File: config.mk
export PLATFORM = sky130hd
export DESIGN_NAME = swc_device_flat
export DESIGN_NICKNAME = d
export VERILOG_FILES = /design/src/common/swc_pkg.sv /design/src/common/swc_if.sv /design/src/rtl/swc_device.sv /design/src/flat_wrapper.sv
export SDC_FILE = /design/constraint.sdc
export NUM_CORES = 1
export LEC_CHECK = 0
export BUFFER_PORTS_ARGS = -buffer_cell sky130_fd_sc_hd__buf_2
export CELL_PAD_IN_SITES_DETAIL_PLACEMENT = 1
export CELL_PAD_IN_SITES_GLOBAL_PLACEMENT = 2
export CORE_ASPECT_RATIO = 0.7
export CORE_UTILIZATION = 37
export DETAILED_ROUTE_END_ITERATION = 7
export GPL_TIMING_DRIVEN = 0
export PLACE_DENSITY = 0.83
export SYNTH_ARGS = -nofsm -noshare
export SYNTH_HDL_FRONTEND = slang
export SYNTH_SLANG_ARGS = --single-unit
File: constraint.sdc
create_clock -name clk -period 7.8 [get_ports clk]
set_clock_uncertainty 0.1 [all_clocks]
set_input_delay 1.56 -clock clk [delete_from_list [all_inputs] [get_ports clk]]
set_output_delay 1.56 -clock clk [all_outputs]
set_load 0.02 [all_outputs]
File: src/common/swc_pkg.sv
// shared constants and types for the sleep and wake controller
package swc_pkg;
  localparam int CLK_PERIOD_NS   = 8;
  localparam int TICK_NS         = 1000000;
  localparam int TICK_CYCLES_DEF = (TICK_NS + CLK_PERIOD_NS - 1) / CLK_PERIOD_NS;
  localparam int TICK_W          = 17;
  localparam int CHECK_WINDOW_MS = 30;
  localparam int REJOIN_MS       = 160;
  localparam int TIMER_W         = 16;
  localparam int OWED_W          = 4;
  localparam int SETTLE_W        = 2;

  localparam logic [TIMER_W-1:0]  MS_ZERO     = 16'h0000;
  localparam logic [TIMER_W-1:0]  MS_ONE      = 16'h0001;
  localparam logic [TIMER_W-1:0]  CHECK_MS    = TIMER_W'(CHECK_WINDOW_MS);
  localparam logic [TIMER_W-1:0]  REJOIN_TMO  = TIMER_W'(REJOIN_MS);
  localparam logic [TICK_W-1:0]   TICK_ZERO   = 17'h00000;
  localparam logic [TICK_W-1:0]   TICK_ONE    = 17'h00001;
  localparam logic [OWED_W-1:0]   OWED_ZERO   = 4'h0;
  localparam logic [OWED_W-1:0]   OWED_ONE    = 4'h1;
  localparam logic [OWED_W-1:0]   OWED_TWO    = 4'h2;
  localparam logic [OWED_W-1:0]   OWED_MAX    = 4'hF;
  localparam logic [SETTLE_W-1:0] SETTLE_ZERO = 2'h0;
  localparam logic [SETTLE_W-1:0] SETTLE_ONE  = 2'h1;
  localparam logic [SETTLE_W-1:0] SETTLE_DONE = 2'h3;
  localparam logic [7:0]          BYTE_ZERO   = 8'h00;

  // pin function value that hands a pin to its sleep or status role
  localparam logic [2:0] PIN_PERIPHERAL = 3'h1;

  // sleep_selection encodings
  localparam logic [1:0] SEL_NONE   = 2'h0;
  localparam logic [1:0] SEL_PIN    = 2'h1;
  localparam logic [1:0] SEL_CYCLIC = 2'h2;
  // sleep_option encodings
  localparam logic OPT_ASSOC = 1'b0;
  localparam logic OPT_DEEP  = 1'b1;

  typedef enum logic [6:0] {
    ST_INIT  = 7'h01,
    ST_AWAKE = 7'h02,
    ST_SLEEP = 7'h04,
    ST_DTIM  = 7'h08,
    ST_CHECK = 7'h10,
    ST_WAKE  = 7'h20,
    ST_ASSOC = 7'h40
  } swc_dev_state_type;

  typedef enum logic [2:0] {
    H_IDLE = 3'h1,
    H_WAKE = 3'h2,
    H_SEND = 3'h4
  } swc_host_state_type;
endpackage

File: src/common/swc_if.sv
// pins between the host microcontroller and the wireless module
`timescale 1ns/1ps
interface swc_if;
  logic       sleep_request_in;  // host: high asks for sleep
  logic       serial_select_n;   // host: spi slave select, low active
  logic       awake_indicator;   // device: high while awake
  logic       cts_n;             // device: clear to send, low active
  logic       attention_n;       // device: spi attention, low active
  logic       host_data_valid;   // host: byte strobe toward device
  logic [7:0] host_data;         // host: byte toward device
  logic       dev_data_valid;    // device: byte strobe toward host
  logic [7:0] dev_data;          // device: byte toward host

  modport device (
    input  sleep_request_in,
    input  serial_select_n,
    input  host_data_valid,
    input  host_data,
    output awake_indicator,
    output cts_n,
    output attention_n,
    output dev_data_valid,
    output dev_data
  );

  modport host (
    output sleep_request_in,
    output serial_select_n,
    output host_data_valid,
    output host_data,
    input  awake_indicator,
    input  cts_n,
    input  attention_n,
    input  dev_data_valid,
    input  dev_data
  );
endinterface

File: src/rtl/swc_device.sv
// wireless module end: sleep state machine, status pins, wake timing
// Functional notes
// - awake indicator low asleep, high awake; code also drives it high asleep while radio data is pending
// - cts high entering sleep, low waking
// - ignore serial and radio data asleep
// - uart pin sleep needs request pin configured
// - host drives request high sleep, low wake
// - spi attention and status message after init
// - request pin if peripheral, else slave select
// - negated slave select puts to sleep only if request pin not peripheral
// - associated pin sleep wakes each dtim, hidden
// - deliver pending data only after pin deasserts
// - attention on data; host clocks it out
// - host data accepted, queued until next dtim
// - spi request sleep needs select and deassert
// - cyclic check window 30 ms within wake
// - deep pin sleep powers radio down, rejoins
// - previously associated ready within 160 ms
// - deep cyclic wake counts after association
// - association timeout sleeps anyway, retries next
// - wake time over interval plus one samples
// - uart output and samples wait host delay
// - status outputs not delayed by host delay
// - deep sleep samples need delay and association
`timescale 1ns/1ps
module swc_device
  import swc_pkg::*;
#(
  parameter int TICK_CYCLES = TICK_CYCLES_DEF  // clocks per millisecond tick
)
(
  input  wire logic               clk,                      // 125 MHz clock
  input  wire logic               resetn,                   // async reset, low active
  swc_if.device                   link,                     // pins to the host
  input  wire logic               spi_mode,                 // serial link is spi
  input  wire logic [1:0]         sleep_selection,          // none, pin or cyclic
  input  wire logic               sleep_option,             // associated or deep
  input  wire logic [2:0]         status_pin_config,        // awake pin function
  input  wire logic [2:0]         flow_control_pin_config,  // cts pin function
  input  wire logic [2:0]         sleep_request_pin_config, // request pin function
  input  wire logic [TIMER_W-1:0] sleep_period,             // ms asleep, cyclic
  input  wire logic [TIMER_W-1:0] wake_time,                // ms awake, cyclic
  input  wire logic [TIMER_W-1:0] association_timeout,      // ms to wait for join
  input  wire logic [TIMER_W-1:0] sample_interval,          // ms between samples
  input  wire logic [TIMER_W-1:0] host_wake_delay,          // ms before output
  input  wire logic               sample_enable,            // sampling on wake
  input  wire logic               beacon_dtim,              // radio dtim pulse
  input  wire logic               associated_in,            // radio is joined
  input  wire logic               radio_rx_valid,           // radio byte in
  input  wire logic [7:0]         radio_rx_byte,            // radio byte
  output logic                    radio_tx_valid,           // byte to radio
  output logic [7:0]              radio_tx_byte,            // byte to radio
  output logic                    radio_power_en,           // radio powered
  output logic                    start_association,        // join request pulse
  output logic                    rejoin_fast,              // joined before sleep
  output logic                    rejoin_late,              // fast rejoin overran
  output logic                    sample_strobe,            // take one sample
  output logic                    modem_status,             // status message pulse
  output logic                    asleep                    // internal sleep state
);
  swc_dev_state_type    state_q;
  swc_dev_state_type    state_d;
  logic [TICK_W-1:0]    tick_q;
  logic                 ms_tick;
  logic [TIMER_W-1:0]   cycle_ms_q;
  logic [TIMER_W-1:0]   since_wake_ms_q;
  logic [TIMER_W-1:0]   iv_ms_q;
  logic [OWED_W-1:0]    owed_q;
  logic                 rx_pend_q;
  logic [7:0]           rx_byte_q;
  logic                 tx_queued_q;
  logic                 init_attn_q;
  logic                 was_assoc_q;
  logic                 ind_q;
  logic                 cts_n_q;
  logic                 attn_n_q;
  logic                 dev_valid_q;
  logic                 sel_pin;
  logic                 sel_cyc;
  logic                 deep;
  logic                 pin_level;
  logic                 activity;
  logic                 awake_d;
  logic                 awake_now;
  logic                 woke;
  logic                 delay_done;
  logic                 deliver;
  logic                 take_sample;
  logic                 iv_hit;
  logic                 host_take;
  logic                 queue_tx;
  logic                 cycle_restart;

  // selection and option are plain configuration inputs
  assign sel_pin = (sleep_selection == SEL_PIN);
  assign sel_cyc = (sleep_selection == SEL_CYCLIC);
  assign deep    = (sleep_option == OPT_DEEP);
  // request pin if peripheral, else select in spi, else never
  assign pin_level = (sleep_request_pin_config == PIN_PERIPHERAL) ? link.sleep_request_in :
                     (spi_mode ? link.serial_select_n : 1'b0);
  assign activity  = radio_rx_valid || link.host_data_valid;
  assign ms_tick   = (tick_q == TICK_W'(TICK_CYCLES - 1));

  always_comb
  begin
    state_d = state_q;
    case (state_q)
      ST_INIT: state_d = ST_AWAKE;
      ST_AWAKE:
        if (sel_pin && pin_level) state_d = ST_SLEEP;
        else if (sel_cyc) state_d = deep ? ST_ASSOC : ST_WAKE;
      ST_SLEEP:
        if (sel_pin)
        begin
          // deasserting the pin wakes and rejoins in deep sleep
          if (!pin_level) state_d = ST_AWAKE;
          // hidden wake at each dtim in associated sleep
          else if (!deep && beacon_dtim) state_d = ST_DTIM;
        end
        else if (sel_cyc)
        begin
          if (ms_tick && (cycle_ms_q + MS_ONE) >= sleep_period)
            state_d = deep ? ST_ASSOC : ST_CHECK;
        end
        else state_d = ST_AWAKE;
      ST_DTIM: state_d = ST_SLEEP;
      ST_CHECK:
        // activity in the window keeps the full wake time
        if (!sel_cyc) state_d = ST_AWAKE;
        else if (activity) state_d = ST_WAKE;
        else if (cycle_ms_q >= CHECK_MS) state_d = ST_SLEEP;
      ST_WAKE:
        // wake time is not restarted by later activity
        if (!sel_cyc) state_d = ST_AWAKE;
        else if (cycle_ms_q >= wake_time) state_d = ST_SLEEP;
      ST_ASSOC:
        // join first, timeout sleeps and retries next wake
        if (!sel_cyc) state_d = ST_AWAKE;
        else if (associated_in) state_d = ST_WAKE;
        else if (cycle_ms_q >= association_timeout) state_d = ST_SLEEP;
      default: state_d = ST_INIT;
    endcase
  end

  always_ff @(posedge clk or negedge resetn)
  begin
    if (!resetn) state_q <= ST_INIT;
    else state_q <= state_d;
  end

  assign awake_now = (state_q == ST_AWAKE) || (state_q == ST_CHECK) ||
                     (state_q == ST_WAKE) || (state_q == ST_ASSOC);
  assign awake_d   = (state_d == ST_AWAKE) || (state_d == ST_CHECK) ||
                     (state_d == ST_WAKE) || (state_d == ST_ASSOC);
  assign woke      = awake_d && !awake_now;
  // the check window flows into the wake time, so that move keeps the count
  assign cycle_restart = (state_d != state_q) &&
                         !(state_q == ST_CHECK && state_d == ST_WAKE);

  always_ff @(posedge clk or negedge resetn)
  begin
    if (!resetn) tick_q <= TICK_ZERO;
    else if (ms_tick) tick_q <= TICK_ZERO;
    else tick_q <= tick_q + TICK_ONE;
  end

  always_ff @(posedge clk or negedge resetn)
  begin
    if (!resetn) cycle_ms_q <= MS_ZERO;
    else if (cycle_restart) cycle_ms_q <= MS_ZERO;
    else if (ms_tick && cycle_ms_q != '1) cycle_ms_q <= cycle_ms_q + MS_ONE;
  end

  always_ff @(posedge clk or negedge resetn)
  begin
    if (!resetn) since_wake_ms_q <= MS_ZERO;
    else if (woke) since_wake_ms_q <= MS_ZERO;
    else if (ms_tick && since_wake_ms_q != '1) since_wake_ms_q <= since_wake_ms_q + MS_ONE;
  end

  // output and sampling held until the host delay has run
  assign delay_done = awake_now && (since_wake_ms_q >= host_wake_delay);
  assign iv_hit     = ms_tick && (sample_interval != MS_ZERO) &&
                      ((iv_ms_q + MS_ONE) >= sample_interval);
  // deep sleep also waits for association before sampling
  assign take_sample = sample_enable && delay_done && (owed_q != OWED_ZERO) &&
                       (!deep || associated_in);

  always_ff @(posedge clk or negedge resetn)
  begin
    if (!resetn) iv_ms_q <= MS_ZERO;
    else if (woke || iv_hit) iv_ms_q <= MS_ZERO;
    else if (ms_tick) iv_ms_q <= iv_ms_q + MS_ONE;
  end

  // one sample at wake plus one per interval; owed count saturates
  always_ff @(posedge clk or negedge resetn)
  begin
    if (!resetn) owed_q <= OWED_ZERO;
    else if (!sample_enable) owed_q <= OWED_ZERO;
    else if (woke) owed_q <= OWED_ONE;
    else if (!awake_now) owed_q <= OWED_ZERO;
    else if (iv_hit && !take_sample && owed_q != OWED_MAX) owed_q <= owed_q + OWED_ONE;
    else if (take_sample && !iv_hit) owed_q <= owed_q - OWED_ONE;
  end

  // radio bytes only taken while awake or at a dtim
  // delivery waits for the pin release and, in spi, the select
  assign deliver = rx_pend_q && delay_done && (!spi_mode || !link.serial_select_n);

  always_ff @(posedge clk or negedge resetn)
  begin
    if (!resetn)
    begin
      rx_pend_q <= 1'b0;
      rx_byte_q <= BYTE_ZERO;
    end
    else if (radio_rx_valid && (awake_now || state_q == ST_DTIM))
    begin
      rx_pend_q <= 1'b1;
      rx_byte_q <= radio_rx_byte;
    end
    else if (deliver) rx_pend_q <= 1'b0;
  end

  always_ff @(posedge clk or negedge resetn)
  begin
    if (!resetn) dev_valid_q <= 1'b0;
    else dev_valid_q <= deliver;
  end

  // host bytes taken only while awake
  // in associated pin sleep a byte waits for the next dtim
  assign host_take = link.host_data_valid && awake_now;
  assign queue_tx  = sel_pin && !deep;

  always_ff @(posedge clk or negedge resetn)
  begin
    if (!resetn)
    begin
      tx_queued_q    <= 1'b0;
      radio_tx_valid <= 1'b0;
      radio_tx_byte  <= BYTE_ZERO;
    end
    else
    begin
      radio_tx_valid <= (host_take && !queue_tx) || (tx_queued_q && beacon_dtim);
      if (host_take) radio_tx_byte <= link.host_data;
      if (host_take && queue_tx) tx_queued_q <= 1'b1;
      else if (beacon_dtim) tx_queued_q <= 1'b0;
    end
  end

  // radio off in deep sleep, join request on each deep wake
  always_ff @(posedge clk or negedge resetn)
  begin
    if (!resetn)
    begin
      radio_power_en    <= 1'b1;
      start_association <= 1'b0;
    end
    else
    begin
      radio_power_en    <= !(deep && state_d == ST_SLEEP);
      start_association <= deep && state_q == ST_SLEEP && woke;
    end
  end

  // a prior join should come back within the rejoin bound
  always_ff @(posedge clk or negedge resetn)
  begin
    if (!resetn)
    begin
      was_assoc_q <= 1'b0;
      rejoin_fast <= 1'b0;
      rejoin_late <= 1'b0;
    end
    else
    begin
      if (deep && state_d == ST_SLEEP && state_q != ST_SLEEP) was_assoc_q <= associated_in;
      if (deep && state_q == ST_SLEEP && woke) rejoin_fast <= was_assoc_q;
      else if (associated_in || !awake_now) rejoin_fast <= 1'b0;
      if (woke) rejoin_late <= 1'b0;
      else if (rejoin_fast && since_wake_ms_q >= REJOIN_TMO) rejoin_late <= 1'b1;
    end
  end

  // spi attention and status message once initialised
  always_ff @(posedge clk or negedge resetn)
  begin
    if (!resetn)
    begin
      init_attn_q  <= 1'b0;
      modem_status <= 1'b0;
    end
    else
    begin
      modem_status <= spi_mode && state_q == ST_INIT;
      if (spi_mode && state_q == ST_INIT) init_attn_q <= 1'b1;
      else if (!link.serial_select_n) init_attn_q <= 1'b0;
    end
  end

  // status pins follow wake or pending data, never delayed
  always_ff @(posedge clk or negedge resetn)
  begin
    if (!resetn)
    begin
      ind_q    <= 1'b0;
      cts_n_q  <= 1'b1;
      attn_n_q <= 1'b1;
      asleep   <= 1'b0;
    end
    else
    begin
      ind_q    <= (status_pin_config == PIN_PERIPHERAL) && (awake_d || rx_pend_q);
      cts_n_q  <= (flow_control_pin_config == PIN_PERIPHERAL) && !(awake_d || rx_pend_q);
      // attention marks data waiting for the spi master
      attn_n_q <= !(spi_mode && (init_attn_q || rx_pend_q));
      asleep   <= !awake_d;
    end
  end

  assign sample_strobe        = take_sample;
  assign link.awake_indicator = ind_q;
  assign link.cts_n           = cts_n_q;
  assign link.attention_n     = attn_n_q;
  assign link.dev_data_valid  = dev_valid_q;
  assign link.dev_data        = rx_byte_q;
endmodule

File: src/flat_wrapper.sv
// flat-port wrapper written by rule: the top's interface ports become plain ports
module swc_device_flat import swc_pkg::*;
#(
  parameter int TICK_CYCLES = TICK_CYCLES_DEF                                
)
  (clk, resetn, spi_mode, sleep_selection, sleep_option, status_pin_config, flow_control_pin_config, sleep_request_pin_config, sleep_period, wake_time, association_timeout, sample_interval, host_wake_delay, sample_enable, beacon_dtim, associated_in, radio_rx_valid, radio_rx_byte, radio_tx_valid, radio_tx_byte, radio_power_en, start_association, rejoin_fast, rejoin_late, sample_strobe, modem_status, asleep, link_sleep_request_in, link_serial_select_n, link_host_data_valid, link_host_data, link_awake_indicator, link_cts_n, link_attention_n, link_dev_data_valid, link_dev_data);
  swc_if link_i ();
  input  wire logic clk;
  input  wire logic resetn;
  input  wire logic spi_mode;
  input  wire logic [1:0] sleep_selection;
  input  wire logic sleep_option;
  input  wire logic [2:0] status_pin_config;
  input  wire logic [2:0] flow_control_pin_config;
  input  wire logic [2:0] sleep_request_pin_config;
  input  wire logic [TIMER_W-1:0] sleep_period;
  input  wire logic [TIMER_W-1:0] wake_time;
  input  wire logic [TIMER_W-1:0] association_timeout;
  input  wire logic [TIMER_W-1:0] sample_interval;
  input  wire logic [TIMER_W-1:0] host_wake_delay;
  input  wire logic sample_enable;
  input  wire logic beacon_dtim;
  input  wire logic associated_in;
  input  wire logic radio_rx_valid;
  input  wire logic [7:0] radio_rx_byte;
  output logic radio_tx_valid;
  output logic [7:0] radio_tx_byte;
  output logic radio_power_en;
  output logic start_association;
  output logic rejoin_fast;
  output logic rejoin_late;
  output logic sample_strobe;
  output logic modem_status;
  output logic asleep;
  input wire logic [$bits(link_i.sleep_request_in)-1:0] link_sleep_request_in;
  input wire logic [$bits(link_i.serial_select_n)-1:0] link_serial_select_n;
  input wire logic [$bits(link_i.host_data_valid)-1:0] link_host_data_valid;
  input wire logic [$bits(link_i.host_data)-1:0] link_host_data;
  output wire logic [$bits(link_i.awake_indicator)-1:0] link_awake_indicator;
  output wire logic [$bits(link_i.cts_n)-1:0] link_cts_n;
  output wire logic [$bits(link_i.attention_n)-1:0] link_attention_n;
  output wire logic [$bits(link_i.dev_data_valid)-1:0] link_dev_data_valid;
  output wire logic [$bits(link_i.dev_data)-1:0] link_dev_data;
  assign link_i.sleep_request_in = link_sleep_request_in;
  assign link_i.serial_select_n = link_serial_select_n;
  assign link_i.host_data_valid = link_host_data_valid;
  assign link_i.host_data = link_host_data;
  assign link_awake_indicator = link_i.awake_indicator;
  assign link_cts_n = link_i.cts_n;
  assign link_attention_n = link_i.attention_n;
  assign link_dev_data_valid = link_i.dev_data_valid;
  assign link_dev_data = link_i.dev_data;
  swc_device #(.TICK_CYCLES(TICK_CYCLES)) u_core (.clk(clk), .resetn(resetn), .link(link_i), .spi_mode(spi_mode), .sleep_selection(sleep_selection), .sleep_option(sleep_option), .status_pin_config(status_pin_config), .flow_control_pin_config(flow_control_pin_config), .sleep_request_pin_config(sleep_request_pin_config), .sleep_period(sleep_period), .wake_time(wake_time), .association_timeout(association_timeout), .sample_interval(sample_interval), .host_wake_delay(host_wake_delay), .sample_enable(sample_enable), .beacon_dtim(beacon_dtim), .associated_in(associated_in), .radio_rx_valid(radio_rx_valid), .radio_rx_byte(radio_rx_byte), .radio_tx_valid(radio_tx_valid), .radio_tx_byte(radio_tx_byte), .radio_power_en(radio_power_en), .start_association(start_association), .rejoin_fast(rejoin_fast), .rejoin_late(rejoin_late), .sample_strobe(sample_strobe), .modem_status(modem_status), .asleep(asleep));
endmodule
==> results.md, run 1 <==
- By instance count, the leading cell after synthesis is dfrtp_1.
- CTS saw 107 sinks.
- The count of cell types in the netlist is 80.
- In this run the cell area measured after placement is 9020 sq um.
- The kind of critical path is flip-flop to flip-flop.
- The synthesized design contains 107 register bits.
- The area fraction in and, or, nand and nor cells after synthesis is 0.204.
- After global routing the overflow that remains totals 0.
- The residual DRC count is 0.
- The layout overhead on the synthesized area is 17.5%.
- The power density over the cells is 184 nW/um^2.
- The fraction of the mapped netlist area in compound gates is 0.134.
- In this run the remaining antenna-violating nets after routing total 0.
- The number of pins with negative max-slew slack in the final report was 0.
- The number of antenna violations at the first check in global routing is 0.
- The area taken by flip-flops and latches is 2680 sq um.
- The final setup TNS is 0 ns.
- The half-perimeter wire length after detailed placement is 17,800 microns.
- The mean instance size in the synthesized netlist is 9.04 sq um.
- Across every metal layer, demand over resource in global routing totals 0.216.
- The via count of the first global-routing pass is 7,021.
- For this run, the top clock speed supported by timing is 175 MHz.
- The I/O pin count is ~150.
- In this run, synthesis inferred 0 flip-flops with an integrated enable.
- The H-tree generated during clock tree synthesis spans 3 levels.
- STA classifies the critical path endpoint as a flip-flop.
- Summed over all instances, the cell type with the most area after synthesis is dfrtp_1.
- The clock network latency to the later pin of the worst-skew pair is 0.35 ns.
- After detailed routing, the number of vias per cell comes to approximately 5.2.
- The total vias in the final route is 6,843.
- The share of Yosys cell area claimed by the top area cell type is 0.326.
- The filler cells instantiated in the layout total 2,535.
- Dividing the detail-routed wire length by the instance count gives between 15 and 20 microns.
- The detailed-route wire length is 22,700 microns.
- The number of detailed-route iterations in the first pass is 5.
- For the pin with the worst max-slew slack, the measured transition is between 0.9 and 1 ns.
- Of the post-synthesis cell area, the part taken by muxes is 0.0267.
- After clock tree synthesis, the flow added hold-fix buffers numbering 0.
- Setup repair after global routing left no endpoint under its margin.
- The share of synthesized registers carrying an async set or reset is 1.00.
- During placement, the flow inserted port buffers numbering 145.
- The total inserted antenna cells is 0.
- In the synthesized netlist the dominant register cell turns out to be dfrtp_1.
- The standard cell core area is between 20,000 and 25,000 sq um.
- The starting density of the core is 0.379.
- The run finished with clean final reports.
- TritonCTS built the clock tree.
- Across the VDD grid, the largest voltage drop is 0.120 mV.
- The worst path needs approximately 5.7 ns of the cycle, external delays included.
- The number of setup violations in the final report is 0.
- The max capacitance violation total is 0.
- The setup fix buffers added after clock tree synthesis is 0.
- Buffers inserted during clock tree synthesis total 9.
- The post-route clock period utilization is 0.733.
- In this run, the number of DRC markers left after iteration 0 of detailed routing was 397.
- The startpoint type of the worst setup path is a flip-flop.
- In this run the worst path has a maximum fanout of 10.
- The pin count of the biggest net entering global routing is between 60 and 70.
- The die is 124 microns tall.
- CTS placed an instance of clkbuf_16 at the clock tree root.
- The number of buffers between clock root and the deepest sink is 2.
- The die covers 22,000 sq um.
- The number of nets in the finished design is roughly 1,200.
- Summing all non-filler instances in the final layout gives an area of 9300 sq um.
- The number of placement rows is between 40 and 50.
- The area occupied by multi-input gates is between 4000 and 5000 sq um.
- Synthesis handed over a netlist of just under 900 instances.
- From left edge to right edge, the die measures 177 microns.
- The clock-pin slew on the worst setup and hold paths is 0.08 ns.
- The leakage power is 4.67 nW.
- The final weighted congestion in routability-driven placement is 0.860.
- Data on the critical path arrives at its endpoint at roughly 5.8 ns.
- Of the total synthesized cell area, the portion taken by XOR and XNOR cells is 0.0941.
- The main combinational cell family by area after synthesis is simple AND/OR/NAND/NOR gates.
- After synthesis, the most frequently instantiated cells are dfrtp_1 (103), inv_1 (92), ha_1 (88).
- The tightest min-delay check is of the flip-flop to flip-flop type.
- After synthesis the cells add up to roughly 7900 sq um.
- The final hold violation count came to 0.
- When the netlist entered floorplanning its net count stood at 1,082.
- The fraction of final layout cells with drive strength greater than 1 is 0.219.
- Measured against its own limit, the worst slew margin works out to 0.393.
- The adder-cell area share of the yosys netlist is 0.142.
- For this run, the register share of the synthesized area comes to 0.339.
- The data required time at the worst endpoint is 7.92 ns.
- In the post-synthesis netlist, the biggest area contributors are dfrtp_1 (33%), ha_1 (14%), xor2_1 (6.0%).
- Once the clock tree was built, the resizer swapped 0 gates to a different size.
- The warning count from the yosys run is 0.
- The global-route wire length before repair is 37,500 microns.
flip-flops by register name (all words and copies together), names as in the netlist:
register / count
u_core.asleep: 1
u_core.cycle_ms_q: 16
u_core.init_attn_q: 1
u_core.iv_ms_q: 16
u_core.link.attention_n: 1
u_core.link.awake_indicator: 1
u_core.link.cts_n: 1
u_core.link.dev_data: 8
u_core.link.dev_data_valid: 1
u_core.modem_status: 1
u_core.owed_q: 4
u_core.radio_power_en: 1
u_core.radio_tx_byte: 8
u_core.radio_tx_valid: 1
u_core.rejoin_fast: 1
u_core.rejoin_late: 1
u_core.rx_pend_q: 1
u_core.since_wake_ms_q: 16
u_core.start_association: 1
u_core.state_q: 7
u_core.tick_q: 17
u_core.tx_queued_q: 1
u_core.was_assoc_q: 1
path summary, 6_finish.rpt:
path,startpoint,to,slack (ns),depth (start not counted)
worst max-delay path,u_core.cycle_ms_q[1],u_core.iv_ms_q[10],2.08,15
worst min-delay path,u_core.init_attn_q,u_core.link.attention_n,0.33,1
worst max register to register,u_core.cycle_ms_q[1],u_core.iv_ms_q[10],2.08,15
worst min register to register,u_core.init_attn_q,u_core.link.attention_n,0.33,1
max in group asynchronous,resetn,u_core.tick_q[2],5.89,2
min in group asynchronous,resetn,u_core.cycle_ms_q[0],1.02,1
cells by family (layout without fill, tap and decap cells):
kind of cell | Yosys count | count (layout)
buffers and inverters | 116 | 278
flip-flops | 107 | 107
AO/OA/AOI/OAI | 148 | 148
XOR/XNOR | 85 | 85
adder cells (fa/ha/maj) | 89 | 89
AND/OR/NAND/NOR | 311 | 311
multiplexers | 19 | 19
critical path: stages (launching register included):
cell and delay [ns]:
dfrtp_1 0.48, ha_1 0.26, nand3_1 0.23, nor4_1 0.85, nand3_1 0.37, xnor2_1 0.22
ha_1 0.31, nand4_1 0.23, nor4_1 0.66, a31oi_2 0.20, a211oi_1 0.40, or3_4 0.22
a22oi_1 0.10, nand3_1 0.34, clkbuf_1 0.48, nor2_1 0.13
stage by stage:
| step | util | power, mW | cells | setup slack, ns | hold slack, ns |
|---|---|---|---|---|---|
| after detailed placement | 0.432 | 1.28 | 1297 | 2.15 | 0.317 |
| final | 0.446 | 1.71 | 1313 | 2.08 | 0.329 |
| after global routing | 0.446 | 1.81 | 1313 | 1.73 | 0.356 |
| after CTS | 0.445 | 1.73 | 1313 | 2.10 | 0.328 |
| after global placement | 0.430 | 1.26 | 1296 | 2.26 | 0.306 |
| after floorplan | - | 1.06 | 875 | 3.21 | 0.291 |
cells in the final DEF, fill, tap and decap left out, types with 6 or more instances in the layout:
master,instances
clkbuf_16,9
a211oi_1,14
nand3_1,36
buf_2,148
nor2_2,7
nand4_1,27
a21oi_2,10
and3_1,12
nor2_1,78
dfrtp_1,103
and2_1,9
xnor2_1,31
inv_1,92
nor3_1,13
o21ai_0,24
a21oi_1,38
nor4_1,12
nand2b_1,8
ha_1,88
a21o_1,6
o211ai_1,7
clkbuf_1,12
nand2_1,74
mux2_2,17
xor2_1,54
power by group:
part	internal [mW]	total, mW	switching [mW]	leakage (nW)
combinational	0.225	0.607	0.382	3.11
sequential	0.619	0.654	0.0351	1.42
clock	0.226	0.450	0.224	0.135
total	1.07	1.71	0.641	4.67
metal layers:
layer	vias to the layer above	global-route usage	routed length [microns]
met5	-	0	0
met4	0	0.0319	91
met3	4	0.0366	1040
met2	123	0.313	9500
met1	3340	0.338	12100
li1	3376	-	-
layout make-up:
cell class              count  area share
multi-input cells         652       0.512
flip-flops and latches    107       0.289
repair buffers            146      0.0817
inverters                  94      0.0379
well taps                 276      0.0371
clock buffers              10      0.0257
plain buffers              22      0.0133
clock inverters             6     0.00417
Power figures use the tool's default switching activity.
==> inputs of run 2 (changes only) <==
Settings changed: CORE_UTILIZATION 37 to 35, PLACE_DENSITY 0.83 to 0.79.
Clock period 7.8 ns to 5.7 ns, I/O delays scaled along.
==> run 2 against run 1 <==
  * Clock power grew 51%
  * First-iteration DRC count shrank 13%
  * Hold slack lost 0.0056 ns
  * Largest cell class unchanged
  * Critical path depth is the same
  * Non-clock buffer count is the same
  * Global-route usage shrank 0.89 points
  * Worst setup slack lost 1.7 ns
  * Via count grew 0.37%
  * Register-to-register slack lost 1.7 ns
  * Total power grew 41%
==> results.md, run 2 (synthesized netlist as in run 1, its figures left out) <==
- Status: completed (unchanged).
- The number of antenna violations at the first check in global routing is 0 (unchanged).
- The residual DRC count was 0 (unchanged).
- The number of pins with negative max-slew slack in the final report came to 0 (unchanged).
- The maximum fanout count along the critical path is 10 (unchanged).
- The logic gate share of total power is 0.345 (was 0.355).
- The layout overhead on the synthesized area was 18.2% (was 17.5%).
- The setup fix buffers added after clock tree synthesis came to 0 (unchanged).
- The final core utilization is 0.427 (was 0.446).
- The total non-filler cell area in the finished layout is 9350 sq um (was 9300 sq um).
- The cell with the biggest individual delay on the critical path is nor4_2 (was nor4_1).
- The via density per instance is 5.21 (about the same).
- The total global routing track utilization was 0.208 (was 0.216).
- The starting density of the core is 0.361 (was 0.379).
- The I/O pin count is 146 (unchanged).
- The vertical die dimension is 128 microns (was 124 microns).
- The half-perimeter wire length after detailed placement is 18,100 microns (was 17,800 microns).
- The clock-pin slew on the worst setup and hold paths came to 0.08 ns (about the same).
- The pin count of the biggest net entering global routing was 81 (was 68).
- The highest clock rate is 189 MHz (was 175 MHz).
- The final total power is 2.41 mW (was 1.71 mW).
- The net switching power is 0.893 mW (was 0.641 mW).
- The relative slew slack came to 0.149 (was 0.393).
- The worst ir drop on vdd is 0.155 mV (was 0.120 mV).
- The number of setup violations in the final report came to 0 (unchanged).
- The number of buffers between clock root and the deepest sink came to 2 (unchanged).
- The most common cell after layout, fill and taps aside is buf_2 (unchanged).
- The count of buffers inserted at the top-level ports is 145 (unchanged).
- The cell-internal power is 1.51 mW (was 1.07 mW).
- The count of non-filler cells in the finished layout came to 1,319 (was 1,313).
- The startpoint type of the worst setup path is a flip-flop (unchanged).
- The final global-route overflow total was 0 (unchanged).
- The kind of critical path is flip-flop to flip-flop (unchanged).
- The worst slack at placement was 0.318 ns (was 2.15 ns).
- The total die area is 23,200 sq um (was 22,000 sq um).
- The fraction of final layout cells with drive strength greater than 1 is 0.220 (was 0.219).
- The post-CTS resize count is 0 (unchanged).
- The per-cell routed wire length came to 17.3 microns (about the same).
- The count of hold-fix buffers inserted at cts is 0 (unchanged).
- The post-route clock period utilization is 0.927 (was 0.733).
- The power share of the sequential group came to 0.373 (was 0.382).
- The number of CTS-inserted buffers came to 9 (unchanged).
- The flip-flop count of the largest register, all copies and words added is 17 (unchanged).
- The leakage power is 4.67 nW (about the same).
- The final hold violation count came to 0 (unchanged).
- The detailed-route wire length is 22,800 microns (was 22,700 microns).
- The switching fraction of total power came to 0.371 (was 0.375).
- The global-route wire length before repair was 37,600 microns (was 37,500 microns).
- The cell area after placement was 9020 sq um (about the same).
- The register containing the most flip-flops in the final layout is u_core.tick_q (unchanged).
- The number of nets in the finished design is 1,239 (unchanged).
- The transition at the pin with the smallest max-transition slack was 1.27 ns (was 0.903 ns).
- The final setup TNS came to 0 ns (unchanged).
- The DRC marker count from the first detailed-route iteration is 346 (was 397).
- The root buffer cell is clkbuf_16 (unchanged).
- The endpoint type of the worst setup path is a flip-flop (unchanged).
- The number of detailed-route iterations in the first pass is 4 (was 5).
- The final weighted congestion in routability-driven placement is 0.826 (was 0.860).
- The placed cell count was 1,303 (was 1,297).
- Setup repair after global routing missed its margin: false (unchanged).
- The number of clock sinks is 107 (unchanged).
- The smallest setup slack after layout is 0.413 ns (was 2.08 ns).
- The clock network latency to the later pin of the worst-skew pair was 0.37 ns (was 0.35 ns).
- The standard cell core area is 21,900 sq um (was 20,900 sq um).
- The power density over the cells is 257 nW/um^2 (was 184 nW/um^2).
- The via count of the first global-routing pass was 6,922 (was 7,021).
- The total vias in the final route is 6,868 (was 6,843).
- The part of the power in the clock network came to 0.282 (was 0.263).
- The post-route antenna net violation count is 0 (unchanged).
- The data required time at the worst endpoint is 5.85 ns (was 7.92 ns).
- The CTS tree is done (unchanged).
- The total inserted antenna cells is 0 (unchanged).
- The depth of the CTS H-tree is 3 (unchanged).
- The shortest period the worst path allows was 5.29 ns (was 5.72 ns).
- Cell-by-cell trace of the critical path: ha_1, nand3_1, nor4_2, nand3_1, xnor2_1, ha_1, nand4_1, nor4_1, a311oi_1, a211oi_1, a32o_1, nor4_2, a32oi_2, buf_6, nor2_1 (was ha_1, nand3_1, nor4_1, nand3_1, xnor2_1, ha_1, nand4_1, nor4_1, a31oi_2, a211oi_1, or3_4, a22oi_1, nand3_1, clkbuf_1, nor2_1).
- The class of the tightest hold or removal check is flip-flop to flip-flop (unchanged).
- The worst hold slack across all endpoints is 0.324 ns (was 0.329 ns).
- The number of placement rows was 45 (was 44).
- The max capacitance violation total is 0 (unchanged).
- Commonest cells after routing, fill and taps aside: buf_2 (148), dfrtp_1 (103), inv_1 (92), ha_1 (88), nor2_1 (78) (unchanged).
- The die width is 182 microns (was 177 microns).
- The arrival time of the worst setup path is 5.44 ns (was 5.84 ns).
- The number of filler cells placed in the layout is 2,647 (was 2,535).
- The delay contributed by the slowest stage of the critical path is 0.68 ns (was 0.85 ns).
[run 2: changes by cell type in the layout (fill, tap and decap cells not counted), sizes merged]
cell      before  now
clkinvlp       2    3
inv           94   95
clkinv         4    1
bufinv         0    1
[run 2: cell type report]
type | instances | area (sq um) | area share
Sequential cell | 107 | 2680 | 0.287
Inverter | 94 | 353 | 0.0377
Timing Repair Buffer | 146 | 759 | 0.0812
Tap cell | 282 | 353 | 0.0377
Clock buffer | 10 | 239 | 0.0256
Buffer | 22 | 124 | 0.0133
Clock inverter | 6 | 72.6 | 0.00776
Multi-Input combinational cell | 652 | 4760 | 0.510
[run 2: routing by layer]
layer / track usage / vias to the layer above / wire [microns]
li1: - / 3385 / -
met1: 0.322 / 3360 / 12600
met2: 0.298 / 109 / 9170
met3: 0.0349 / 14 / 825
met4: 0.0409 / 0 / 210
met5: 0 / - / 0
[run 2: final timing paths]
path,cells past startpoint,startpoint,slack [ns],endpoint
setup / recovery,15,u_core.cycle_ms_q[1],0.41,u_core.cycle_ms_q[12]
hold / removal,1,u_core.init_attn_q,0.32,u_core.link.attention_n
setup reg to reg,15,u_core.cycle_ms_q[1],0.41,u_core.cycle_ms_q[12]
hold reg to reg,1,u_core.init_attn_q,0.32,u_core.link.attention_n
max in group asynchronous,2,resetn,4.24,u_core.cycle_ms_q[12]
min in group asynchronous,1,resetn,0.53,u_core.radio_tx_valid
[run 2: power groups by stage]
| stage | combinational, mW | sequential [mW] | clock [mW] |
|---|---|---|---|
| CTS | 0.840 | 0.897 | 0.698 |
| finish | 0.831 | 0.897 | 0.678 |
| floorplan | 0.460 | 0.989 | 0 |
| global placement | 0.827 | 0.904 | 0 |
| global route | 0.907 | 0.910 | 0.722 |
| detailed placement | 0.837 | 0.911 | 0 |
[run 2: worst max-delay path, delay by kind of cell (launching register included)]
| kind | cells | cell delay (ns) |
|---|---|---|
| AO/OA/AOI/OAI | 4 | 1.36 |
| XOR/XNOR | 1 | 0.21 |
| adder cells (fa/ha/maj) | 2 | 0.57 |
| buffers and inverters | 1 | 0.26 |
| flip-flops | 1 | 0.48 |
| AND/OR/NAND/NOR | 7 | 2.16 |
==> inputs of run 3 (changes only) <==
Settings changed: CORE_ASPECT_RATIO 0.7 to 1.75.
==> run 3 against run 2 <==
  * Critical endpoint unchanged
  * Largest cell class unchanged
  * Die area about the same
  * Clock power fell by 9.7%
  * Wire length down 1.1%
==> results.md, run 3 (synthesized netlist as in run 1, its figures left out) <==
- Status: completed (unchanged).
- The power density over the cells was 250 nW/um^2 (was 257 nW/um^2).
- The worst hold slack across all endpoints is 0.328 ns (was 0.324 ns).
- The launching instance or port of the critical path is u_core.cycle_ms_q[2] (was u_core.cycle_ms_q[1]).
- The class of the tightest hold or removal check is flip-flop to flip-flop (unchanged).
- The total die area came to 23,200 sq um (about the same).
- The maximum fanout count along the critical path is 10 (unchanged).
- The placed cell count was 1,317 (was 1,303).
- The count of non-filler cells in the finished layout is 1,333 (was 1,319).
- The highest clock rate came to 192 MHz (was 189 MHz).
- The final weighted congestion in routability-driven placement is 0.834 (was 0.826).
- Commonest cells after routing, fill and taps aside: buf_2 (148), dfrtp_1 (103), inv_1 (92), ha_1 (88), nor2_1 (78) (unchanged).
- The final total power is 2.33 mW (was 2.41 mW).
- The standard cell core area was 22,200 sq um (was 21,900 sq um).
- The I/O pin count is 146 (unchanged).
- The clock network latency to the later pin of the worst-skew pair is 0.35 ns (was 0.37 ns).
- The final setup TNS is 0 ns (unchanged).
- The transition at the pin with the smallest max-transition slack came to 1.29 ns (was 1.27 ns).
- The half-perimeter wire length after detailed placement came to 18,500 microns (was 18,100 microns).
- The die width was 116 microns (was 182 microns).
- The detailed-route wire length was 22,600 microns (was 22,800 microns).
- The total vias in the final route is 6,906 (was 6,868).
- The endpoint type of the worst setup path is a flip-flop (unchanged).
- The flip-flop count of the largest register, all copies and words added came to 17 (unchanged).
- The number of CTS-inserted buffers is 9 (unchanged).
- The pin count of the biggest net entering global routing is 75 (was 81).
- The number of setup violations in the final report came to 0 (unchanged).
- The final global-route overflow total came to 0 (unchanged).
- The capturing point of the worst reg2reg path is u_core.cycle_ms_q[12] (unchanged).
- The capture point of the critical path was u_core.cycle_ms_q[12] (unchanged).
- The number of buffers between clock root and the deepest sink came to 2 (unchanged).
- The number of nets in the finished design is 1,239 (unchanged).
- The via density per instance is 5.18 (was 5.21).
- The kind of critical path is flip-flop to flip-flop (unchanged).
- The post-route clock period utilization was 0.913 (was 0.927).
- The clock-pin slew on the worst setup and hold paths is 0.07 ns (was 0.08 ns).
- The per-cell routed wire length is 16.9 microns (was 17.3 microns).
- The worst slack at placement was 0.252 ns (was 0.318 ns).
- The most common cell after layout, fill and taps aside is buf_2 (unchanged).
- The DRC marker count from the first detailed-route iteration came to 253 (was 346).
- The smallest setup slack after layout is 0.498 ns (was 0.413 ns).
- The number of placement rows is 72 (was 45).
- The relative slew slack came to 0.141 (was 0.149).
- The residual DRC count is 0 (unchanged).
- The reg-to-reg setup timing slack is 0.50 ns (was 0.41 ns).
- The count of hold-fix buffers inserted at cts is 0 (unchanged).
- The number of antenna violations at the first check in global routing is 1 (was 0).
- The post-route antenna net violation count is 0 (unchanged).
- The leakage power is 4.67 nW (about the same).
- The cell area after placement is 9040 sq um (was 9020 sq um).
- The area occupied by multi-input gates is 4760 sq um (about the same).
- The final hold violation count came to 0 (unchanged).
- The number of filler cells placed in the layout came to 2,734 (was 2,647).
- The max capacitance violation total is 0 (unchanged).
- The number of clock sinks was 107 (unchanged).
- Setup repair after global routing missed its margin: false (unchanged).
- The arrival time of the worst setup path came to 5.34 ns (was 5.44 ns).
- The register containing the most flip-flops in the final layout was u_core.tick_q (unchanged).
- The starting density of the core is 0.357 (was 0.361).
- The worst ir drop on vdd came to 0.150 mV (was 0.155 mV).
- The layout overhead on the synthesized area is 17.9% (was 18.2%).
- The number of pins with negative max-slew slack in the final report was 0 (unchanged).
- The final core utilization is 0.421 (was 0.427).
- The root buffer cell is clkbuf_16 (unchanged).
- The path depth of the worst reg2reg path is 15 (unchanged).
- The total global routing track utilization is 0.206 (was 0.208).
- The startpoint of the lowest-slack register-to-register path is u_core.cycle_ms_q[2] (was u_core.cycle_ms_q[1]).
- The area taken by flip-flops and latches is 2680 sq um (unchanged).
- The count of buffers inserted at the top-level ports was 145 (unchanged).
- The depth of the CTS H-tree is 3 (unchanged).
- The number of detailed-route iterations in the first pass is 4 (unchanged).
- The total non-filler cell area in the finished layout is 9330 sq um (was 9350 sq um).
- The total inserted antenna cells came to 0 (unchanged).
- The vertical die dimension is 201 microns (was 128 microns).
- The fraction of final layout cells with drive strength greater than 1 is 0.217 (was 0.220).
- The global-route wire length before repair is 37,300 microns (was 37,600 microns).
- The shortest period the worst path allows is 5.20 ns (was 5.29 ns).
- The CTS tree is done (unchanged).
- The data required time at the worst endpoint is 5.84 ns (was 5.85 ns).
- The via count of the first global-routing pass is 7,524 (was 6,922).
- The startpoint type of the worst setup path is a flip-flop (unchanged).
[run 3: changes by cell type in the layout (fill, tap and decap cells not counted)]
cell / previous run / this run
clkinv_2: 0 / 1
nor4_2: 3 / 2
bufinv_16: 1 / 0
clkbuf_1: 12 / 14
clkinvlp_4: 3 / 1
clkbuf_8: 1 / 2
inv_8: 1 / 0
nor4_1: 10 / 11
[run 3: timing repair]
action,CTS,global route
endpoints found under the setup margin,0,20
hold endpoints to repair,0,0
setup buffers,0,0
resized for setup,0,1
[run 3: cell type report]
class / instances / share of cell area
clock inverters: 3 / 0.00228
flip-flops and latches: 107 / 0.288
well taps: 296 / 0.0397
inverters: 94 / 0.0378
repair buffers: 146 / 0.0814
plain buffers: 22 / 0.0133
clock buffers: 13 / 0.0279
multi-input cells: 652 / 0.510
[run 3: worst min-delay path by stage]
stage / startpoint / endpoint / cells after the start
final: u_core.init_attn_q / u_core.link.attention_n / 1
after floorplan: u_core.init_attn_q / u_core.link.attention_n / 1
after global routing: u_core.init_attn_q / u_core.link.attention_n / 1
after global placement: u_core.init_attn_q / u_core.link.attention_n / 1
after detailed placement: u_core.init_attn_q / u_core.link.attention_n / 1
after CTS: u_core.init_attn_q / u_core.link.attention_n / 1
[run 3: where the power goes]
part	internal, mW	leakage, nW	switching (mW)
logic	0.308	3.11	0.515
registers	0.847	1.42	0.0461
clock network	0.322	0.136	0.290
total	1.48	4.67	0.851
[run 3: routing by layer]
layer / up-vias / GRT usage / wire [microns] / part of all wire
li1: 3375 / - / - / -
met1: 3370 / 0.216 / 8660 / 0.38
met2: 128 / 0.406 / 12700 / 0.56
met3: 31 / 0.0217 / 554 / 0.025
met4: 2 / 0.0769 / 657 / 0.029
met5: - / 0 / 14 / 0.00062
[run 3: worst max-delay path: stages (launching register included)]
cell      delay [ns]
dfrtp_1         0.51
nand3_1         0.23
nor4_1          0.73
nand3_1         0.36
nor2_1          0.30
xor2_1          0.11
ha_1            0.30
nand4_1         0.22
nor4_1          0.56
a31oi_2         0.19
a2111o_1        0.51
nand2_1         0.10
nor4_2          0.05
a32oi_2         0.50
buf_6           0.25
nor2_1          0.06
